`src/rtl/dma_ch0_pkg.sv`:
```
/*
 * Shared constants and types for the channel 0 DMA mode and transfer block.
 * Assumes an 8-bit register port and a 16-bit system address space.
 */
package dma_ch0_pkg;

    // Register offsets on the 8-bit register port.
    localparam logic [7:0] OFF_SRC_LO  = 8'h20;
    localparam logic [7:0] OFF_SRC_HI  = 8'h21;
    localparam logic [7:0] OFF_DST_LO  = 8'h22;
    localparam logic [7:0] OFF_DST_HI  = 8'h23;
    localparam logic [7:0] OFF_CNT_LO  = 8'h24;
    localparam logic [7:0] OFF_CNT_HI  = 8'h25;
    localparam logic [7:0] OFF_STATUS  = 8'h26;
    localparam logic [7:0] OFF_MASK    = 8'h27;
    localparam logic [7:0] OFF_CTRL    = 8'h30;
    localparam logic [7:0] OFF_MODE    = 8'h31;

    // Field positions.
    localparam int DST_HI_BIT   = 5;
    localparam int DST_LO_BIT   = 4;
    localparam int SRC_HI_BIT   = 3;
    localparam int SRC_LO_BIT   = 2;
    localparam int PACE_BIT     = 1;
    localparam int CTRL_EN_BIT  = 0;
    localparam int CTRL_ME_BIT  = 1;
    localparam int STAT_DONE    = 0;
    localparam int STAT_BADMODE = 1;

    // Values after reset and stored-bit masks.
    localparam logic [7:0] MODE_RESET = 8'h00;
    localparam logic [7:0] MODE_MASK  = 8'h3E;
    localparam logic [1:0] STAT_RESET = 2'h0;
    localparam logic [1:0] MASK_RESET = 2'h0;

    // Address mode codes of the source and destination fields.
    localparam logic [1:0] AM_INC   = 2'h0;
    localparam logic [1:0] AM_DEC   = 2'h1;
    localparam logic [1:0] AM_FIXED = 2'h2;
    localparam logic [1:0] AM_IO    = 2'h3;

    // Transfer engine states.
    typedef enum logic [1:0] {
        S_IDLE  = 2'b00,
        S_READ  = 2'b01,
        S_WRITE = 2'b10,
        S_GIVE  = 2'b11
    } xfer_state_t;

    // One register port request.
    typedef struct packed {
        logic       wr;
        logic       rd;
        logic [7:0] addr;
        logic [7:0] wdata;
    } reg_req_t;

    // One system bus cycle driven by the engine.
    typedef struct packed {
        logic        hold;
        logic        rd;
        logic        wr;
        logic        io;
        logic [15:0] addr;
        logic [7:0]  data;
    } bus_cyc_t;

endpackage

```
`src/rtl/dma_channel0_mode_control.sv`:
```
/*
 * Channel 0 DMA engine: mode register decode, address stepping, byte
 * counting, bus pacing (burst, cycle steal, request paced) and interrupt.
 * Assumes the system bus returns read data in the same cycle as the read
 * strobe and that the request input is synchronous to the clock.
 */
`timescale 1ns/10ps

module dma_channel0_mode_control #(
    parameter int ADDR_W = 16
) (
    // Clock and synchronous reset.
    input  wire logic                   clock,
    input  wire logic                   rst_b,
    // Register port.
    input  wire dma_ch0_pkg::reg_req_t  regReq,
    output logic [7:0]                  regRdata,
    // Peripheral request and master disable (non-maskable event).
    input  wire logic                   ch0ExtRequest,
    input  wire logic                   masterStop,
    // System bus.
    output dma_ch0_pkg::bus_cyc_t       busCyc,
    input  wire logic [7:0]             busRdData,
    // Interrupt to the processor.
    output logic                        irq
);

    // The datapath and register map are built for a 16-bit address only.
    // The check runs at elaboration, so a wrong value never reaches logic.
    if (ADDR_W != 16) begin : g_addr_w_check
        $error("ADDR_W must be 16");
    end

    ////////////////////////////////////////////////////////////////////////
    // Helper functions.

    // Next address for one byte under an address mode code.
    function automatic logic [15:0] stepAddr(input logic [15:0] a, input logic [1:0] m);
        logic [15:0] r;
        r = a;
        case (m)
            dma_ch0_pkg::AM_INC: r = a + 16'h0001;
            dma_ch0_pkg::AM_DEC: r = a - 16'h0001;
            default:             r = a;
        endcase
        return r;
    endfunction

    // Address mode code that means I/O space.
    function automatic logic isIo(input logic [1:0] m);
        return m == dma_ch0_pkg::AM_IO;
    endfunction

    ////////////////////////////////////////////////////////////////////////
    // Registers.

    logic [7:0]               modeReg;       // Channel mode register.
    logic [15:0]              srcReg;        // Source address.
    logic [15:0]              dstReg;        // Destination address.
    logic [15:0]              cntReg;        // Bytes left.
    logic                     enReg;         // Channel enable.
    logic                     masterReg;     // Master enable.
    logic [1:0]               statReg;       // Sticky event bits.
    logic [1:0]               maskReg;       // Interrupt mask (enable).
    logic [7:0]               dataReg;       // Byte in flight.
    logic [7:0]               rdataReg;      // Read data, one cycle late.
    dma_ch0_pkg::xfer_state_t stateReg;      // Engine state.
    dma_ch0_pkg::xfer_state_t stateNext;     // Engine state, next.
    dma_ch0_pkg::bus_cyc_t    busReg;        // Registered bus cycle.
    dma_ch0_pkg::bus_cyc_t    busNext;       // Bus cycle, next.

    ////////////////////////////////////////////////////////////////////////
    // Decode.

    wire logic [1:0] dstMode  = modeReg[dma_ch0_pkg::DST_HI_BIT:dma_ch0_pkg::DST_LO_BIT];
    wire logic [1:0] srcMode  = modeReg[dma_ch0_pkg::SRC_HI_BIT:dma_ch0_pkg::SRC_LO_BIT];
    wire logic       burstSel = modeReg[dma_ch0_pkg::PACE_BIT];
    // Both fields at fixed or I/O leaves no address that steps; refuse it.
    wire logic       badMode  = dstMode[1] & srcMode[1];
    // Fixed memory is still memory space, so only code 11 turns on I/O.
    wire logic       ioPaced  = isIo(dstMode) | isIo(srcMode);
    wire logic       running  = enReg & masterReg & ~badMode;
    wire logic       countZero = (cntReg == 16'h0000);
    wire logic       lastByte = (cntReg == 16'h0001);
    // Memory to memory ignores the request pin entirely.
    wire logic       goNow    = running & ~countZero & (~ioPaced | ch0ExtRequest);
    wire logic       byteDone = (stateReg == dma_ch0_pkg::S_WRITE);
    wire logic       finish   = (byteDone & lastByte) | (running & countZero
                                & (stateReg == dma_ch0_pkg::S_IDLE));

    wire logic       wrHit    = regReq.wr;
    wire logic [7:0] wa       = regReq.addr;
    wire logic [7:0] wd       = regReq.wdata;
    wire logic       wCtrl    = wrHit & (wa == dma_ch0_pkg::OFF_CTRL);
    wire logic       wMode    = wrHit & (wa == dma_ch0_pkg::OFF_MODE);
    wire logic       wStat    = wrHit & (wa == dma_ch0_pkg::OFF_STATUS);
    wire logic       wMask    = wrHit & (wa == dma_ch0_pkg::OFF_MASK);
    wire logic       wSrcLo   = wrHit & (wa == dma_ch0_pkg::OFF_SRC_LO);
    wire logic       wSrcHi   = wrHit & (wa == dma_ch0_pkg::OFF_SRC_HI);
    wire logic       wDstLo   = wrHit & (wa == dma_ch0_pkg::OFF_DST_LO);
    wire logic       wDstHi   = wrHit & (wa == dma_ch0_pkg::OFF_DST_HI);
    wire logic       wCntLo   = wrHit & (wa == dma_ch0_pkg::OFF_CNT_LO);
    wire logic       wCntHi   = wrHit & (wa == dma_ch0_pkg::OFF_CNT_HI);
    wire logic       startWr  = wCtrl & wd[dma_ch0_pkg::CTRL_EN_BIT];

    // Stepped values; software writes win over the engine in one cycle.
    wire logic [15:0] srcStep = byteDone ? stepAddr(srcReg, srcMode) : srcReg;
    wire logic [15:0] dstStep = byteDone ? stepAddr(dstReg, dstMode) : dstReg;
    wire logic [15:0] cntStep = byteDone ? cntReg - 16'h0001 : cntReg;
    wire logic [15:0] srcNext = {wSrcHi ? wd : srcStep[15:8], wSrcLo ? wd : srcStep[7:0]};
    wire logic [15:0] dstNext = {wDstHi ? wd : dstStep[15:8], wDstLo ? wd : dstStep[7:0]};
    wire logic [15:0] cntNext = {wCntHi ? wd : cntStep[15:8], wCntLo ? wd : cntStep[7:0]};

    // Enable: termination clears it even against a software write.
    wire logic       enNext   = finish ? 1'b0 : (wCtrl ? wd[dma_ch0_pkg::CTRL_EN_BIT] : enReg);
    // Writing enable 1 also sets master; the stop input clears master.
    wire logic       masterNext = startWr | (masterReg & ~masterStop);

    // Event bits: a set in the clearing cycle survives.
    wire logic [1:0] statSet  = {enReg & badMode, finish};
    wire logic [1:0] statNext = (statReg & ~(wStat ? wd[1:0] : 2'h0)) | statSet;

    // Register read mux; unmapped and reserved bits read zero.
    wire logic [7:0] rdMux =
        (wa == dma_ch0_pkg::OFF_MODE)   ? (modeReg & dma_ch0_pkg::MODE_MASK) :
        (wa == dma_ch0_pkg::OFF_CTRL)   ? {6'h00, masterReg, enReg} :
        (wa == dma_ch0_pkg::OFF_SRC_LO) ? srcReg[7:0] :
        (wa == dma_ch0_pkg::OFF_SRC_HI) ? srcReg[15:8] :
        (wa == dma_ch0_pkg::OFF_DST_LO) ? dstReg[7:0] :
        (wa == dma_ch0_pkg::OFF_DST_HI) ? dstReg[15:8] :
        (wa == dma_ch0_pkg::OFF_CNT_LO) ? cntReg[7:0] :
        (wa == dma_ch0_pkg::OFF_CNT_HI) ? cntReg[15:8] :
        (wa == dma_ch0_pkg::OFF_STATUS) ? {6'h00, statReg} :
        (wa == dma_ch0_pkg::OFF_MASK)   ? {6'h00, maskReg} : 8'h00;

    ////////////////////////////////////////////////////////////////////////
    // Engine state machine.

    // Each byte is a read cycle then a write cycle with the bus held.
    always_comb begin
        stateNext = stateReg;
        case (stateReg)
            dma_ch0_pkg::S_IDLE: begin
                if (goNow) begin
                    stateNext = dma_ch0_pkg::S_READ;
                end
            end
            dma_ch0_pkg::S_READ: begin
                stateNext = dma_ch0_pkg::S_WRITE;
            end
            dma_ch0_pkg::S_WRITE: begin
                if (lastByte || !running) begin
                    stateNext = dma_ch0_pkg::S_IDLE;
                end else if (ioPaced) begin
                    // Release the bus and wait for the next request.
                    stateNext = dma_ch0_pkg::S_IDLE;
                end else if (burstSel) begin
                    stateNext = dma_ch0_pkg::S_READ;
                end else begin
                    stateNext = dma_ch0_pkg::S_GIVE;
                end
            end
            dma_ch0_pkg::S_GIVE: begin
                // One cycle for the processor, then steal again.
                stateNext = running ? dma_ch0_pkg::S_READ : dma_ch0_pkg::S_IDLE;
            end
            default: begin
                stateNext = dma_ch0_pkg::S_IDLE;
            end
        endcase
    end

    // Bus cycle for the coming state, registered so the pins are clean.
    always_comb begin
        busNext      = '0;
        busNext.data = dataReg;
        case (stateNext)
            dma_ch0_pkg::S_READ: begin
                busNext.hold = 1'b1;
                busNext.rd   = 1'b1;
                busNext.io   = isIo(srcMode);
                busNext.addr = srcNext;
            end
            dma_ch0_pkg::S_WRITE: begin
                busNext.hold = 1'b1;
                busNext.wr   = 1'b1;
                busNext.io   = isIo(dstMode);
                busNext.addr = dstReg;
                busNext.data = busRdData;
            end
            default: begin
                busNext.hold = 1'b0;
            end
        endcase
    end

    ////////////////////////////////////////////////////////////////////////
    // Flip-flops.

    // Control and state registers.
    always_ff @(posedge clock) begin
        if (!rst_b) begin
            stateReg  <= dma_ch0_pkg::S_IDLE;
            modeReg   <= dma_ch0_pkg::MODE_RESET;
            enReg     <= 1'b0;
            masterReg <= 1'b0;
            statReg   <= dma_ch0_pkg::STAT_RESET;
            maskReg   <= dma_ch0_pkg::MASK_RESET;
        end else begin
            stateReg  <= stateNext;
            modeReg   <= wMode ? (wd & dma_ch0_pkg::MODE_MASK) : modeReg;
            enReg     <= enNext;
            masterReg <= masterNext;
            statReg   <= statNext;
            maskReg   <= wMask ? wd[1:0] : maskReg;
        end
    end

    // Datapath registers.
    always_ff @(posedge clock) begin
        if (!rst_b) begin
            srcReg   <= 16'h0000;
            dstReg   <= 16'h0000;
            cntReg   <= 16'h0000;
            dataReg  <= 8'h00;
            rdataReg <= 8'h00;
            busReg   <= '0;
        end else begin
            srcReg   <= srcNext;
            dstReg   <= dstNext;
            cntReg   <= cntNext;
            dataReg  <= (stateReg == dma_ch0_pkg::S_READ) ? busRdData : dataReg;
            rdataReg <= regReq.rd ? rdMux : 8'h00;
            busReg   <= busNext;
        end
    end

    assign busCyc   = busReg;
    assign regRdata = rdataReg;
    // Mask bit 0 enables only the done interrupt; mask bit 1 enables the bad mode one.
    assign irq      = |(statReg & maskReg);
endmodule

```
`config.mk`:
```
export PLATFORM = sky130hd
export DESIGN_NAME = dma_channel0_mode_control
export DESIGN_NICKNAME = d
export VERILOG_FILES = /design/src/rtl/dma_ch0_pkg.sv /design/src/rtl/dma_channel0_mode_control.sv
export SDC_FILE = /design/constraint.sdc
export NUM_CORES = 1
export LEC_CHECK = 0
export ABC_AREA = 1
export BUFFER_PORTS_ARGS = -buffer_cell sky130_fd_sc_hd__buf_2
export CAP_MARGIN = 20
export CORE_ASPECT_RATIO = 1.2
export CORE_MARGIN = 1
export CORE_UTILIZATION = 30
export DETAILED_ROUTE_END_ITERATION = 6
export PLACE_DENSITY_LB_ADDON = 0.12
export SLEW_MARGIN = 10
export SYNTH_ARGS = -nofsm -noshare
export SYNTH_HDL_FRONTEND = slang
export SYNTH_SLANG_ARGS = --single-unit
```
`constraint.sdc`:
```
create_clock -name clock -period 2.91 [get_ports clock]
set_input_delay 0.1455 -clock clock [delete_from_list [all_inputs] [get_ports clock]]
set_output_delay 0.1455 -clock clock [all_outputs]
set_load 0.005 [all_outputs]
```
==> metrics.txt <==
Slew HR=52.7%; Synth Warn #=0; number of max-cap violations=0; DR WL/cell=17.7 um; gr usage total=21.3%; Starting Density=30.8%; CP Class=flip-flop to flip-flop; area share of the largest cell type after synthesis=31.2%; # hold bufs at CTS=0; final wirelength=24.4 mm; Placer Congestion=0.873; Max Clock Skew=11.7 ps; multi-input logic area=3930 sq um; Worst setup EP type=flip-flop; sw frac=25.2%; P_int=2.06 mW; Syn-to-layout area delta=14.4%; CP max FO=13; Avg Synthesized Cell Area=6.57 sq um; initial DRC count=428; Setup TNS Final=0 ps; clock power share=43.5%; Clock Latency Late Sink=350 ps; leakage power=3.41 nW; Flop pwr share=52.2%; # resized after CTS=0; CTS tree=built; main combinational cell family by area after synthesis=simple AND/OR/NAND/NOR gates; run status=finished, violations left; layout cells sized above 1=14.9%; first-pass detailed-route iteration total=7; compound-gate portion of the synthesized area=20.3%; clock sink count=105; Crit path required time=3210 ps; diode count=0; clock tree buffer depth=2; number of synthesized register bits=105; die width=139 um; CP bufs+invs=3; Core ar.=21900 sq um; largest net degree at the start of global routing=38; CP arrival=2880 ps; Final Critical Period=2590 ps; Post-synth top flop=dfxtp_1; filler cell count=2415; top post-synthesis cells by area=dfxtp_1, nand2_1, inv_1; DP Wirelength=19.2 mm; peak per-stage delay on the critical path=350 ps; fin cells=1378; CP cell instances=nor2_1 -> nand2_1 -> nor3_1 -> nand2_1 -> o211ai_1 -> o21ai_0 -> nand2_1 -> nand2_1 -> inv_1 -> ha_1 -> inv_1 -> o22ai_1 -> inv_1 -> nor2_1; cell mode on critical path=nand2_1; sequential fraction of the synthesis area=31.2%; slowest cell on the critical path=dfxtp_1; placed cell count=1362; combinational fraction of design power=4.3%; row cnt=59; Worst-Margin Slew=705 ps; net count reported at finish=1149; number of synthesized flops with an enable pin=0; RSZ-0062 raised after global routing=false; Post-Synth Adder-Cell Area=3.82%; setup bufs post-CTS=0; peak supply drop=0.225 mV; placed cell areas=7430 sq um; worst min-delay path class=input port to flip-flop; Vias=6867; IO Pins=67; minimum hold slack=31.7 ps; Pwr Density=357 nW/um^2; Synth top cells by count=nand2_1, inv_1, dfxtp_1; Synth cell types=48; first-pass GRT wire length=37.7 mm; Clock transition at path regs=80 ps; vias per inst=4.98; total CTS buffers=9; initial antenna violation count=0; register area=2100 sq um; design area=7710 sq um; Fmax=387 MHz; mux cell area share after synthesis=0%; GRT overflow=0; die area=23100 sq um; # H-tree levels=3; post-synthesis cell area=6740 sq um; Final ANT Viol Nets=0; cell with the most instances after synthesis=nand2_1; Port Buffers=66; Pins Over Slew Limit=0; # DRC=4; XOR/XNOR Fraction of Synth Area=2.99%; asr flop ratio synth=0%; post-synthesis simple-gate area fraction=31.2%; Worst Setup Start Kind=flip-flop; clock root buffer=clkbuf_16; cell count after synthesis=1026; # setup viols final=0; Largest delay share family, worst path=simple AND/OR/NAND/NOR gates; Syn Nets=1076; final core utilization=35.3%; Tcrit/Tclk final=88.9%; Chip Height=166 um; Switching Power=0.696 mW; cell taking the most area after synthesis=dfxtp_1; failing checks=DRC; vias in the first global route=6606; final hold vios=0
[path summary, 6_finish.rpt]
kind | to | start | cells past startpoint | slack, ps
max | busCyc[9] | cntReg[8] | 14 | 320
min | busCyc[7] | busRdData[7] | 3 | 30
max reg2reg | busCyc[9] | cntReg[8] | 14 | 320
min reg2reg | regRdata[1] | modeReg[1] | 2 | 490
[metal layers]
metal	vias to the layer above	wire [um]	part of all wire, %	track usage [%]
li1	3514	-	-	-
met1	3187	11000	45	26.5
met2	128	12200	50	38.1
met3	38	599	2.5	2.16
met4	0	641	2.6	7.44
met5	-	0	0	0
[tightest hold or removal path, delay by kind of cell]
family / cells / cell delay, ps
buffers and inverters: 1 / 90
AND/OR/NAND/NOR: 2 / 120
[area by class of cell]
type	count	area share (%)
sequential	105	27.3
timing repair buffer	88	6.42
clock inverter	6	0.649
clock buffer	10	2.97
inverter	150	7.30
tap	274	4.45
multi-input combinational	745	51.0
[through the flow]
stage	power [mW]	worst slack, ps
floorplan	1.52	273
global placement	1.59	399
detailed placement	1.59	348
CTS	2.79	325
global route	2.86	25.8
finish	2.76	323
[power by group through the flow]
stage	clock network [mW]	registers (mW)	logic (mW)
global placement	0	1.47	0.120
CTS	1.23	1.44	0.120
global route	1.29	1.44	0.129
detailed placement	0	1.47	0.120
floorplan	0	1.47	0.0518
finish	1.20	1.44	0.119
[logic make-up after synthesis]
logic type,count (synthesis)
buf+inv,176
compound gates,242
xor+xnor,23
simple gates,460
flops,105
fa+ha+maj,20
[registers in the layout, indices dropped and copies added, names as in the netlist]
name	count
busCyc	28
cntReg	16
dataReg	8
dstReg	16
enReg	1
maskReg	2
masterReg	1
modeReg	5
regRdata	8
srcReg	16
statReg	2
stateReg	2
[cells in the final DEF (no fill, tap or decap), types with 9 or more instances in the layout]
cell / n
nor2_2: 9
buf_2: 66
nor2_1: 98
xor2_1: 19
nand2_2: 19
clkbuf_16: 9
a21oi_1: 92
o211ai_1: 10
nand3_1: 66
inv_1: 144
dfxtp_1: 105
buf_4: 22
nor3_1: 10
nand2_1: 217
ha_1: 19
o22ai_1: 13
o21ai_0: 82
Note: power is estimated with default switching activity, not from simulation.
